[src/tgc_pkg.sv]
// Package of register map, field positions and reset values for the timer gating control.
package tgc_pkg;
   // ---------------------------------------------------------------
   // Register offsets (byte addresses).
   // ---------------------------------------------------------------
   localparam int ADR_W = 8;
   localparam logic [7:0] OFS_CTRL_A = 8'h00;
   localparam logic [7:0] OFS_MODE = 8'h04;
   localparam logic [7:0] OFS_RELOAD = 8'h08;
   localparam logic [7:0] OFS_COMPARE = 8'h0c;
   localparam logic [7:0] OFS_COUNT = 8'h10;
   localparam logic [7:0] OFS_CAPTURE = 8'h14;
   // ---------------------------------------------------------------
   // Field positions of timer_two_control_a.
   // ---------------------------------------------------------------
   localparam int CA_GATE = 0;
   localparam int CA_ONESHOT = 1;
   localparam int CA_CPRL = 2;
   localparam int CA_RUN = 3;
   localparam int CA_RUNLO = 4;
   localparam int CA_POL0 = 5;
   localparam int CA_OE0 = 6;
   // ---------------------------------------------------------------
   // Field positions of the mode register.
   // ---------------------------------------------------------------
   localparam int MD_DUAL = 0;
   localparam int MD_COUNTER = 1;
   localparam int MD_EDGE = 2;
   localparam int MD_COMPARE = 4;
   localparam int MD_POL1 = 5;
   localparam int MD_OE1 = 6;
   // ---------------------------------------------------------------
   // Reset values, masks and encodings.
   // ---------------------------------------------------------------
   localparam logic [7:0] CTRL_A_RST = 8'h00;
   localparam logic [7:0] MODE_RST = 8'h00;
   localparam logic [7:0] REG8_MASK = 8'h7f;
   localparam logic [1:0] EDGE_BOTH = 2'h3;
   localparam logic [31:0] VALUE_RST = 32'h0000_0000;

   // Merges write data into an old word under the byte enables.
   function automatic logic [31:0] wmerge(input logic [31:0] old, input logic [31:0] din,
                                          input logic [3:0] sel);
      logic [31:0] r;
      r = old;
      for (int i = 0; i < 4; i++) begin
         if (sel[i]) begin
            r[8*i +: 8] = din[8*i +: 8];
         end
      end
      return r;
   endfunction
endpackage

[src/tgc_core_if.sv]
// Interface between the control logic and the count core.
`timescale 1ns/1ps
`default_nettype none
interface tgc_core_if #(
   parameter int CNT_W = 16
);
   logic dual;
   logic run_hi;
   logic run_lo;
   logic gate_ok;
   logic step;
   logic load;
   logic [CNT_W-1:0] reload_val;
   logic [CNT_W-1:0] cmp_val;
   logic [CNT_W-1:0] count;
   logic ovf_hi;
   logic ovf_lo;
   logic cmp_evt;
   modport ctl (output dual, run_hi, run_lo, gate_ok, step, load, reload_val, cmp_val,
                input count, ovf_hi, ovf_lo, cmp_evt);
   modport core (input dual, run_hi, run_lo, gate_ok, step, load, reload_val, cmp_val,
                 output count, ovf_hi, ovf_lo, cmp_evt);
endinterface
`default_nettype wire

[src/tgc_timer_gate.sv]
// Timer control block: register slave, pin gating, capture reload and single shot.
`timescale 1ns/1ps
`default_nettype none
// Contract
// - Gating enable lets the pin level gate the wide timer or upper byte timer.
// - The low byte timer in dual mode is never gated by the pin.
// - Both-edge capture reload with gating skips the reload on one pin edge.
// - Single shot overrides or delays the run enable, running one cycle anyway.
// - Single shot in compare mode outputs exactly one reload-to-overflow waveform.
// - With gating defined, the single shot waits until the gate releases.
// - If the pin already shows the pass level, the single shot starts at once.
// - A gated single shot is not supported in dual byte mode.
// - The control register is always readable and writable.
// - Run enable starts and stops the timer; stopped counts hold their value unless a capture reload or a single shot start loads them.
// - Low timer run bit acts only in dual byte mode.
// - Polarity sets output start level, or the pass level of the gate input.
module tgc_timer_gate #(
   parameter int CNT_W = 16
) (
   input wire logic CLK, // system clock, 20 MHz
   input wire logic RESET_N, // asynchronous reset, active low
   input wire logic WB_CYC_I, // bus cycle
   input wire logic WB_STB_I, // bus strobe
   input wire logic WB_WE_I, // write enable
   input wire logic [tgc_pkg::ADR_W-1:0] WB_ADR_I, // byte address
   input wire logic [3:0] WB_SEL_I, // byte enables
   input wire logic [31:0] WB_DAT_I, // write data
   output logic [31:0] WB_DAT_O, // read data
   output logic WB_ACK_O, // acknowledge
   input wire logic TIMER_PRIMARY_PIN_I, // primary pin level
   output logic TIMER_PRIMARY_PIN_O, // primary pin drive level
   output logic TIMER_PRIMARY_PIN_OE, // primary pin output enable
   output logic TIMER_COMPLEMENT_PIN_O, // complement pin drive level
   output logic TIMER_COMPLEMENT_PIN_OE // complement pin output enable
);
   if (CNT_W < 4 || CNT_W > 32 || (CNT_W % 2) != 0) begin : g_chk
      $error("CNT_W must be even and between 4 and 32");
   end
   localparam int HW = CNT_W / 2;

   // ---------------------------------------------------------------
   // Bus slave.
   // ---------------------------------------------------------------
   logic ack_q;
   logic [31:0] dat_q;
   logic [7:0] ctrl_q, ctrl_d;
   logic [7:0] mode_q;
   logic [CNT_W-1:0] reload_q, cmp_q, cap_q;
   tgc_core_if #(.CNT_W(CNT_W)) cif ();

   wire bus_req = WB_CYC_I & WB_STB_I & ~ack_q;
   wire bus_wr = bus_req & WB_WE_I;
   wire hit_ctrl = WB_ADR_I == tgc_pkg::OFS_CTRL_A;
   wire hit_mode = WB_ADR_I == tgc_pkg::OFS_MODE;
   wire hit_rel = WB_ADR_I == tgc_pkg::OFS_RELOAD;
   wire hit_cmp = WB_ADR_I == tgc_pkg::OFS_COMPARE;
   wire hit_cnt = WB_ADR_I == tgc_pkg::OFS_COUNT;
   wire hit_cap = WB_ADR_I == tgc_pkg::OFS_CAPTURE;
   wire wr_ctrl = bus_wr & hit_ctrl & WB_SEL_I[0];
   wire wr_mode = bus_wr & hit_mode;
   wire wr_rel = bus_wr & hit_rel;
   wire wr_cmp = bus_wr & hit_cmp;
   wire [31:0] rd_val = hit_ctrl ? 32'(ctrl_q) :
                        hit_mode ? 32'(mode_q) :
                        hit_rel ? 32'(reload_q) :
                        hit_cmp ? 32'(cmp_q) :
                        hit_cnt ? 32'(cif.count) :
                        hit_cap ? 32'(cap_q) : 32'h0000_0000;

   // Ack answers one cycle after a request is taken and drops in the cycle after that.
   always_ff @(posedge CLK or negedge RESET_N) begin
      if (!RESET_N) begin
         ack_q <= 1'b0;
         dat_q <= 32'h0000_0000;
      end else begin
         ack_q <= bus_req;
         if (bus_req && !WB_WE_I) begin
            dat_q <= rd_val;
         end
      end
   end
   assign WB_ACK_O = ack_q;
   assign WB_DAT_O = dat_q;

   // ---------------------------------------------------------------
   // Control fields.
   // ---------------------------------------------------------------
   wire gate_en = ctrl_q[tgc_pkg::CA_GATE];
   wire one_shot_trigger = ctrl_q[tgc_pkg::CA_ONESHOT];
   wire cprl = ctrl_q[tgc_pkg::CA_CPRL];
   wire run_en = ctrl_q[tgc_pkg::CA_RUN];
   wire run_lo_en = ctrl_q[tgc_pkg::CA_RUNLO];
   wire pol0 = ctrl_q[tgc_pkg::CA_POL0];
   wire oe0 = ctrl_q[tgc_pkg::CA_OE0];
   wire dual = mode_q[tgc_pkg::MD_DUAL];
   wire cnt_mode = mode_q[tgc_pkg::MD_COUNTER];
   wire [1:0] edge_sel = mode_q[tgc_pkg::MD_EDGE +: 2];
   wire cmp_mode = mode_q[tgc_pkg::MD_COMPARE];
   wire pol1 = mode_q[tgc_pkg::MD_POL1];
   wire oe1 = mode_q[tgc_pkg::MD_OE1];

   // ---------------------------------------------------------------
   // Pin synchroniser and edges.
   // ---------------------------------------------------------------
   logic pin_s1_q, pin_s2_q, pin_s3_q;
   // The third flop only serves edge detection; all other logic reads the second.
   always_ff @(posedge CLK or negedge RESET_N) begin
      if (!RESET_N) begin
         pin_s1_q <= 1'b0;
         pin_s2_q <= 1'b0;
         pin_s3_q <= 1'b0;
      end else begin
         pin_s1_q <= TIMER_PRIMARY_PIN_I;
         pin_s2_q <= pin_s1_q;
         pin_s3_q <= pin_s2_q;
      end
   end
   wire pin_rise = pin_s2_q & ~pin_s3_q;
   wire pin_fall = ~pin_s2_q & pin_s3_q;

   // ---------------------------------------------------------------
   // Gating, capture and reload.
   // ---------------------------------------------------------------
   wire capture_mode = ~cmp_mode & ~cnt_mode;
   wire both_reload = capture_mode & (edge_sel == tgc_pkg::EDGE_BOTH) & cprl;
   wire skip_cfg = both_reload & gate_en;
   // The gating bit is repurposed for reload skipping in the both-edge case.
   wire gating_on = gate_en & ~both_reload;
   wire gate_ok = ~gating_on | (pin_s2_q == pol0);
   wire cap_evt = capture_mode & ((edge_sel[0] & pin_rise) | (edge_sel[1] & pin_fall));
   wire skip_now = skip_cfg & (pol0 ? pin_rise : pin_fall);
   // A gated single shot is refused in dual mode, and the write then leaves the bit clear.
   wire os_start = wr_ctrl & WB_DAT_I[tgc_pkg::CA_ONESHOT] &
                   ~(mode_q[tgc_pkg::MD_DUAL] & WB_DAT_I[tgc_pkg::CA_GATE]);
   // A skipped edge still captures; only its reload is held back.
   // A single shot reloads at once so that its period starts from the reload value.
   wire load = os_start | (cap_evt & cprl & ~skip_now);

   // ---------------------------------------------------------------
   // Register update; the one-shot set wins over its own completion.
   // ---------------------------------------------------------------
   // Bit 7 reads 0; the mask keeps it clear on every write.
   wire [7:0] ctrl_base = wr_ctrl ?
        8'(tgc_pkg::wmerge(32'(ctrl_q), WB_DAT_I, WB_SEL_I)) & tgc_pkg::REG8_MASK : ctrl_q;
   wire os_done = one_shot_trigger & cif.ovf_hi;
   wire os_next = os_start | (one_shot_trigger & ~os_done & ~wr_ctrl);
   wire [7:0] os_bit = 8'(1) << tgc_pkg::CA_ONESHOT;
   assign ctrl_d = (ctrl_base & ~os_bit) | (os_next ? os_bit : 8'h00);

   always_ff @(posedge CLK or negedge RESET_N) begin
      if (!RESET_N) begin
         ctrl_q <= tgc_pkg::CTRL_A_RST;
         mode_q <= tgc_pkg::MODE_RST;
         reload_q <= CNT_W'(tgc_pkg::VALUE_RST);
         cmp_q <= CNT_W'(tgc_pkg::VALUE_RST);
         cap_q <= CNT_W'(tgc_pkg::VALUE_RST);
      end else begin
         ctrl_q <= ctrl_d;
         if (wr_mode) begin
            mode_q <= 8'(tgc_pkg::wmerge(32'(mode_q), WB_DAT_I, WB_SEL_I)) & tgc_pkg::REG8_MASK;
         end
         if (wr_rel) begin
            reload_q <= CNT_W'(tgc_pkg::wmerge(32'(reload_q), WB_DAT_I, WB_SEL_I));
         end
         if (wr_cmp) begin
            cmp_q <= CNT_W'(tgc_pkg::wmerge(32'(cmp_q), WB_DAT_I, WB_SEL_I));
         end
         if (cap_evt) begin
            cap_q <= cif.count;
         end
      end
   end

   // ---------------------------------------------------------------
   // Count core.
   // ---------------------------------------------------------------
   // The core steps every clock in timer mode, or once per synced pin rise in counter mode.
   assign cif.dual = dual;
   assign cif.run_hi = run_en | one_shot_trigger;
   assign cif.run_lo = run_lo_en;
   assign cif.gate_ok = gate_ok;
   assign cif.step = cnt_mode ? pin_rise : 1'b1;
   assign cif.load = load;
   assign cif.reload_val = reload_q;
   assign cif.cmp_val = cmp_q;

   tgc_count_core #(.CNT_W(CNT_W)) u_core (
      .clk(CLK),
      .rst_n(RESET_N),
      .cif(cif)
   );

   // ---------------------------------------------------------------
   // Compare waveform outputs.
   // ---------------------------------------------------------------
   logic phase_q, oe0_q, oe1_q, lvl0_q, lvl1_q, pri_q, cpl_q;
   wire oe0_rise = oe0 & ~oe0_q;
   wire oe1_rise = oe1 & ~oe1_q;
   // Phase is 0 from reload until compare, and 1 from compare until overflow.
   wire phase_d = (load | cif.ovf_hi | oe0_rise) ? 1'b0 :
                  (cmp_mode & cif.cmp_evt) ? 1'b1 : phase_q;
   always_ff @(posedge CLK or negedge RESET_N) begin
      if (!RESET_N) begin
         phase_q <= 1'b0;
         oe0_q <= 1'b0;
         oe1_q <= 1'b0;
         lvl0_q <= 1'b0;
         lvl1_q <= 1'b0;
         pri_q <= 1'b0;
         cpl_q <= 1'b0;
      end else begin
         phase_q <= phase_d;
         oe0_q <= oe0;
         oe1_q <= oe1;
         if (oe0_rise) begin
            lvl0_q <= pol0;
         end
         if (oe1_rise) begin
            lvl1_q <= pol1;
         end
         pri_q <= (oe0_rise ? pol0 : lvl0_q) ^ phase_d;
         cpl_q <= (oe1_rise ? pol1 : lvl1_q) ^ phase_d;
      end
   end
   assign TIMER_PRIMARY_PIN_O = pri_q;
   assign TIMER_PRIMARY_PIN_OE = oe0_q;
   assign TIMER_COMPLEMENT_PIN_O = cpl_q;
   assign TIMER_COMPLEMENT_PIN_OE = oe1_q;
endmodule
`default_nettype wire

[src/tgc_count_core.sv]
// Count core: one wide counter or two half-width counters with reload.
`timescale 1ns/1ps
`default_nettype none
module tgc_count_core #(
   parameter int CNT_W = 16
) (
   input wire logic clk, // system clock
   input wire logic rst_n, // asynchronous reset, active low
   tgc_core_if.core cif // control side
);
   localparam int HW = CNT_W / 2;
   logic [CNT_W-1:0] cnt_q, cnt_d;
   wire tick_hi = cif.run_hi & cif.gate_ok & cif.step;
   wire tick_lo = cif.dual & cif.run_lo & cif.step;
   wire full_w = &cnt_q;
   wire full_hi = &cnt_q[CNT_W-1:HW];
   wire full_lo = &cnt_q[HW-1:0];
   wire wrap_hi = tick_hi & (cif.dual ? full_hi : full_w);
   wire wrap_lo = tick_lo & full_lo;

   always_comb begin
      cnt_d = cnt_q;
      if (cif.load) begin
         cnt_d = cif.reload_val;
      end else if (!cif.dual) begin
         if (tick_hi) begin
            cnt_d = wrap_hi ? cif.reload_val : cnt_q + 1'b1;
         end
      end else begin
         if (tick_hi) begin
            cnt_d[CNT_W-1:HW] = wrap_hi ? cif.reload_val[CNT_W-1:HW] : cnt_q[CNT_W-1:HW] + 1'b1;
         end
         if (tick_lo) begin
            cnt_d[HW-1:0] = wrap_lo ? cif.reload_val[HW-1:0] : cnt_q[HW-1:0] + 1'b1;
         end
      end
   end

   always_ff @(posedge clk or negedge rst_n) begin
      if (!rst_n) begin
         cnt_q <= '0;
      end else begin
         cnt_q <= cnt_d;
      end
   end

   assign cif.count = cnt_q;
   assign cif.ovf_hi = wrap_hi & ~cif.load;
   assign cif.ovf_lo = wrap_lo & ~cif.load;
   assign cif.cmp_evt = tick_hi & ~cif.load & ~wrap_hi &
                        (cif.dual ? cnt_d[CNT_W-1:HW] == cif.cmp_val[CNT_W-1:HW]
                                  : cnt_d == cif.cmp_val);
endmodule
`default_nettype wire

[config.mk]
export PLATFORM = sky130hd
export DESIGN_NAME = tgc_timer_gate
export DESIGN_NICKNAME = d
export VERILOG_FILES = /design/src/tgc_pkg.sv /design/src/tgc_core_if.sv /design/src/tgc_timer_gate.sv /design/src/tgc_count_core.sv
export SDC_FILE = /design/constraint.sdc
export NUM_CORES = 1
export LEC_CHECK = 0
export BUFFER_PORTS_ARGS = -buffer_cell sky130_fd_sc_hd__buf_2
export CAP_MARGIN = 25
export CORE_ASPECT_RATIO = 0.75
export CORE_MARGIN = 10
export CORE_UTILIZATION = 45
export CTS_BUF_LIST = sky130_fd_sc_hd__clkbuf_16
export DETAILED_ROUTE_END_ITERATION = 12
export HOLD_SLACK_MARGIN = 0.05
export SLEW_MARGIN = 10
export SYNTH_ARGS = -nofsm -noshare
export SYNTH_HDL_FRONTEND = slang
export SYNTH_HIERARCHICAL = 1
export SYNTH_SLANG_ARGS = --single-unit
[constraint.sdc]
create_clock -name CLK -period 4.6 [get_ports CLK]
set_input_delay 0.69 -clock CLK [delete_from_list [all_inputs] [get_ports CLK]]
set_output_delay 0.69 -clock CLK [all_outputs]
set_load 0.02 [all_outputs]
==> metrics.md, run 1 <==
| Metric | Value |
|---|---|
| Sequential share of power | 0.468 |
| Met1 WL | 9970 µm |
| Post-detailed-route wirelength per cell | 23.4 µm |
| Worst supply voltage drop on vdd | 221 µV |
| Arrival @ worst endpoint | 4.64 ns |
| Setup CP Type | primary input to flop |
| Post-CTS clock slew at the launch and capture registers of the worst setup and hold paths | 0.08 ns |
| Post-CTS setup repair buffer count | 0 |
| # Max-Cap Violations | 0 |
| Clock Tree Root | sky130_fd_sc_hd__clkbuf_16 |
| Fin area | 7410 µm² |
| PortBufs | 52 |
| Transition at the pin with the smallest max-transition slack | 0.945 ns |
| DIE WIDTH | 159 µm |
| Final RePlAce weighted congestion | 0.935 |
| Slew headroom | 0.370 |
| Vias post-DR | 5758 |
| Internal power consumption | 1490 µW |
| Highest metal layer with signal wires | met5 |
| Highest achievable clock rate | 230 MHz |
| Number of nets at the end of the flow | 778 |
| Setup crit end | TIMER_COMPLEMENT_PIN_O |
| Clk sink count | 105 |
| Total core area | 14400 µm² |
| Overall track demand over capacity in global routing | 0.211 |
| Aggregate negative setup slack | 0 ns |
| Flop2flop setup slack | 0.43 ns |
| Vias in the first global route | 5454 |
| Synthesized cell area | 6530 µm² |
| Final antenna diode count | 0 |
| Power dissipated by switching net loads | 607 µW |
| DRC errors left | 0 |
| First drt pass iteration count | 5 |
| Critical path fanouts, max | 5 |
| Pwr dens | 283 nW/µm² |
| FILL cells | 1335 |
| Pin count of the biggest net entering global routing | 74 |
| DIE HEIGHT | 124 µm |
| Status | finished clean |
| Origin of the worst setup path | WB_ADR_I[4] |
| DR iter-0 viols | 617 |
| Cell row count | 38 |
| Unrepaired setup endpoints after global routing | false |
| Crit path launch type | primary input |
| CTS tree | yes |
| Reg2Reg Capture Point | TIMER_COMPLEMENT_PIN_O |
| Avg Synthesized Cell Area | 9.92 µm² |
| Sw Share | 0.290 |
| Initial antenna violation count | 1 |
| Logic pwr share | 0.136 |
| Final Power | 2100 µW |
| Hold violation count in the final report | 0 |
| Total half-perimeter wirelength after legalization and detailed placement | 16000 µm |
| Total die area | 19800 µm² |
| Detail-routed via count per cell | 6.20 |
| Most common cell after layout, fill and taps aside | sky130_fd_sc_hd__dfrtp_1 |
| Fraction of layout instances using a drive strength above 1 | 0.296 |
| Clock Latency Late Sink | 0.36 ns |
| Met3 wire len | 2290 µm |
| Worst Reg-to-Reg Cells | 18 |
| Area of placed instances | 7040 µm² |
| Top Ports | 87 |
| Final period utilization | 0.947 |
| Worst setup skew after layout | 0.00850 ns |
| Clock power share | 0.396 |
| LEAKAGE | 0.00342 µW |
| Fin cells | 929 |
| CP max stage delay | 0.57 ns |
| Total number of yosys warnings | 6 |
| Commonest cells after routing, fill and taps aside | sky130_fd_sc_hd__dfrtp_1, sky130_fd_sc_hd__mux2_2, sky130_fd_sc_hd__nand2_1, sky130_fd_sc_hd__buf_2, sky130_fd_sc_hd__buf_4 |
| WL met2 | 9080 µm |
| Total number of H-tree levels | 3 |
| Number of nets with antenna violations after detailed routing | 0 |
| Crit path capture type | flop |
| Worst flop-to-flop path startpoint | mode_q[2] |
| Combined area of the multi-input logic cells | 3570 µm² |
| Worst min-delay path class | flop to flop |
| Post-cts hold buffer count | 0 |
| TritonCTS Buffers | 9 |
| Final period demand of the worst path | 4.36 ns |
| Global-route wire length before repair | 33000 µm |
| Starting utilization of the core area | 0.455 |
| Wire length after detailed routing | 21700 µm |
| Total overflow reported by the global router | 0 |
| Cells after DPL | 913 |
| Req. time, crit path | 4.89 ns |
| Number of max-slew violations in the final report | 0 |
| Area occupied by registers | 2630 µm² |
| CTS max path bufs | 2 |
| Final Setup Violations | 0 |
| Relative area change from synthesis to final layout | 13.5% |
| CP max stage cell | sky130_fd_sc_hd__or4_1 |
| Count of mapped cells out of synthesis | 658 |
| Cell chain of the critical path | buf_2 -> or4_1 -> nor3_1 -> buf_4 -> nand3_4 -> nand2_4 -> nor3b_1 -> a21oi_1 -> o22ai_1 -> o221ai_1 -> or4_4 -> a2111oi_4 -> nand4_1 -> a2111oi_4 -> o2111a_2 -> a21oi_1 -> nor3b_1 -> and3_4 -> xor2_1 |
-- sequential cells by signal, indices dropped and copies added (netlist names) --
name	count
TIMER_COMPLEMENT_PIN_OE	1
cif.cmp_val	16
lvl1_q	1
phase_q	1
mode_q	7
ctrl_q	7
cif.reload_val	16
pin_s3_q	1
TIMER_PRIMARY_PIN_OE	1
WB_ACK_O	1
cap_q	16
u_core/cif.count	16
pin_s2_q	1
WB_DAT_O	16
pin_s1_q	1
TIMER_PRIMARY_PIN_O	1
TIMER_COMPLEMENT_PIN_O	1
lvl0_q	1
-- metrics by stage --
step / utilization / setup WS [ns] / hold WS, ns
2_1_floorplan: - / 0.174 / 0.331
3_3_place_gp: 0.491 / -0.362 / 0.337
3_5_place_dp: 0.491 / -0.455 / 0.342
4_1_cts: 0.513 / 0.0525 / 0.368
5_1_grt: 0.516 / 0.0395 / 0.380
6_report: 0.516 / 0.243 / 0.361
-- power groups by stage --
stage                     clock, µW  combinational, µW  sequential (µW)
after floorplan                   0                177              987
after global placement            0                265              997
after detailed placement          0                268              998
after CTS                       843                271              980
after global routing            877                309              984
final                           830                285              981
-- worst max-delay path, delay by kind of cell --
family / cells / cell delay (ns)
compound gates: 7 / 1.17
xor+xnor: 1 / 0.15
simple gates: 9 / 2.37
buf+inv: 2 / 0.27
-- repair_timing --
item | 4_1_cts | 5_1_grt
pin swaps | 0 | 5
gates resized for setup | 3 | 7
cloned | 0 | 1
endpoints found under the setup margin | 2 | 3
-- routing by layer --
layer / vias up / global-route usage
li1: 2576 / -
met1: 2862 / 0.307
met2: 291 / 0.299
met3: 27 / 0.0594
met4: 2 / 0.0566
met5: - / 0
-- worst min path at each step --
| stage | from | to | slack, ns | cells after the start |
|---|---|---|---|---|
| floorplan | pin_s1_q | pin_s2_q | 0.33 | 0 |
| global placement | pin_s1_q | pin_s2_q | 0.34 | 0 |
| detailed placement | pin_s1_q | pin_s2_q | 0.34 | 0 |
| CTS | pin_s1_q | pin_s2_q | 0.37 | 0 |
| global route | pin_s1_q | pin_s2_q | 0.38 | 0 |
| finish | pin_s1_q | pin_s2_q | 0.36 | 0 |
-- cell type report --
cell class / count / share of cell area
multi-input combinational: 500 / 0.482
sequential: 105 / 0.355
inverter: 11 / 0.00557
clock inverter: 6 / 0.0116
timing repair buffer: 98 / 0.0821
tap: 200 / 0.0338
clock buffer: 9 / 0.0304
Power figures use the tool's default switching activity.
==> run 2: changes to the inputs <==
Settings changed: CAP_MARGIN 25 to 30.
Clock period 4.6 ns to 4.7 ns, I/O delays scaled along.
==> run 2 against run 1 <==
Against the previous run: critical path depth unchanged; final cell count fell by 0.43%; highest routed layer is now met4; wire length fell by 4.0%.
==> metrics.md, run 2 (same netlist as run 1, synthesis figures left out) <==
| Metric | Value |
|---|---|
| CP max stage delay | 0.56 ns |
| Initial antenna violation count | 1 |
| Transition at the pin with the smallest max-transition slack | 0.767 ns |
| Total half-perimeter wirelength after legalization and detailed placement | 15300 µm |
| Fraction of layout instances using a drive strength above 1 | 0.292 |
| Commonest cells after routing, fill and taps aside | sky130_fd_sc_hd__dfrtp_1, sky130_fd_sc_hd__mux2_2, sky130_fd_sc_hd__nand2_1, sky130_fd_sc_hd__buf_2, sky130_fd_sc_hd__buf_4 |
| Cell chain of the critical path | buf_2 -> or4_1 -> nor3_2 -> buf_4 -> nand3_1 -> nand2_4 -> buf_4 -> o41ai_1 -> a311oi_2 -> o22ai_1 -> or4_4 -> a2111oi_4 -> nand4_1 -> a2111oi_4 -> o2111a_1 -> a21oi_1 -> nor3b_1 -> and3_2 -> xor2_1 |
| Number of nets at the end of the flow | 774 |
| Fin area | 7390 µm² |
| Total number of H-tree levels | 3 |
| Most common cell after layout, fill and taps aside | sky130_fd_sc_hd__dfrtp_1 |
| Clock Latency Late Sink | 0.37 ns |
| Crit path launch type | primary input |
| Setup CP Type | primary input to flop |
| Logic pwr share | 0.128 |
| Req. time, crit path | 4.99 ns |
| Area of placed instances | 7030 µm² |
| Clock power share | 0.394 |
| CP max stage cell | sky130_fd_sc_hd__or4_1 |
| DRC errors left | 0 |
| Worst setup skew after layout | 0.00888 ns |
| Stages on worst setup path | 19 |
| FILL cells | 1331 |
| DIE WIDTH | 159 µm |
| Total die area | 19800 µm² |
| Number of max-slew violations in the final report | 0 |
| Clock Tree Root | sky130_fd_sc_hd__clkbuf_16 |
| Power dissipated by switching net loads | 576 µW |
| Overall track demand over capacity in global routing | 0.209 |
| Wire length after detailed routing | 20900 µm |
| Relative area change from synthesis to final layout | 13.3% |
| Final period utilization | 0.954 |
| Gate family responsible for the most delay along the worst path | simple AND/OR/NAND/NOR gates |
| Total core area | 14400 µm² |
| DR iter-0 viols | 691 |
| LEAKAGE | 0.00341 µW |
| Pin count of the biggest net entering global routing | 48 |
| Final Setup Violations | 0 |
| Post-cts hold buffer count | 0 |
| Top Ports | 87 |
| Post-CTS clock slew at the launch and capture registers of the worst setup and hold paths | 0.07 ns |
| Worst min-delay path class | primary input to asynchronous set/reset pin |
| Vias post-DR | 5802 |
| Sw Share | 0.284 |
| Worst supply voltage drop on vdd | 180 µV |
| Post-detailed-route wirelength per cell | 22.5 µm |
| Status | finished clean |
| Crit path capture type | flop |
| Starting utilization of the core area | 0.455 |
| Highest achievable clock rate | 223 MHz |
| Number of buffers and inverters on the critical path | 3 |
| Arrival @ worst endpoint | 4.77 ns |
| Total overflow reported by the global router | 0 |
| CTS tree | yes |
| PortBufs | 52 |
| Internal power consumption | 1450 µW |
| Clk sink count | 105 |
| Final RePlAce weighted congestion | 0.950 |
| Sequential share of power | 0.478 |
| Final antenna diode count | 0 |
| Slew headroom | 0.487 |
| Flop2flop setup slack | 0.48 ns |
| DIE HEIGHT | 124 µm |
| Final period demand of the worst path | 4.49 ns |
| Global-route wire length before repair | 33200 µm |
| Worst flop-to-flop path startpoint | u_core/cif.count[1] |
| Fin cells | 925 |
| Pwr dens | 274 nW/µm² |
| Cell row count | 38 |
| Vias in the first global route | 5757 |
| Detail-routed via count per cell | 6.27 |
| Number of nets with antenna violations after detailed routing | 0 |
| Hold slack | 0.283 ns |
| Unrepaired setup endpoints after global routing | false |
| Cells after DPL | 908 |
| Aggregate negative setup slack | 0 ns |
| Worst Reg-to-Reg Cells | 15 |
| Hold violation count in the final report | 0 |
| Share of the core filled with cells | 0.515 |
| Reg2Reg Capture Point | TIMER_COMPLEMENT_PIN_O |
| CTS max path bufs | 2 |
| TritonCTS Buffers | 9 |
| First drt pass iteration count | 6 |
| Critical path fanouts, max | 8 |
| # Max-Cap Violations | 0 |
run 2: cell count changes in the layout (fill, tap and decap cells not counted), sizes merged:
cell,previous run,this run
buf,98,95
nand2,57,56
run 2: power groups by stage:
stage,Sequential (µW),Clock (µW),Combinational (µW)
6_report,970,799,260
5_1_grt,972,842,286
4_1_cts,968,813,251
3_5_place_dp,986,0,244
2_1_floorplan,966,0,173
3_3_place_gp,985,0,237
run 2: worst max-delay path by stage:
| stage | startpoint | endpoint | slack [ns] |
|---|---|---|---|
| 3_5_place_dp | WB_ADR_I[4] | TIMER_PRIMARY_PIN_O | -0.53 |
| 5_1_grt | WB_ADR_I[4] | TIMER_COMPLEMENT_PIN_O | 0.004 |
| 2_1_floorplan | WB_ADR_I[4] | TIMER_COMPLEMENT_PIN_O | 0.26 |
| 3_3_place_gp | WB_ADR_I[4] | TIMER_PRIMARY_PIN_O | -0.38 |
| 6_report | WB_ADR_I[4] | TIMER_COMPLEMENT_PIN_O | 0.21 |
| 4_1_cts | WB_ADR_I[4] | TIMER_PRIMARY_PIN_O | 0.03 |
run 2: per-layer routing:
| metal | track usage | routed length [µm] |
|---|---|---|
| met5 | 0 | 0 |
| met4 | 0.0691 | 375 |
| met3 | 0.0436 | 2100 |
| met2 | 0.305 | 8940 |
| met1 | 0.300 | 9450 |
run 2: cell type report:
cell class	instances	area, µm²	area share
clock inverter	6	86.3	0.0117
multi-input combinational	499	3560	0.481
timing repair buffer	95	606	0.0819
tap	200	250	0.0338
inverter	11	41.3	0.00558
sequential	105	2630	0.355
clock buffer	9	225	0.0305
run 2: timing repair:
item                                    in CTS  in global routing
setup buffers                                0                  2
resized for setup                            3                  5
endpoints found under the setup margin       3                  3
pin swaps                                    0                  5
run 2: metrics by stage:
stage | setup WS [ns] | total power [µW]
2_1_floorplan | 0.259 | 1140
3_3_place_gp | -0.378 | 1220
3_5_place_dp | -0.525 | 1230
4_1_cts | 0.0257 | 2030
5_1_grt | 0.00400 | 2100
6_report | 0.215 | 2030
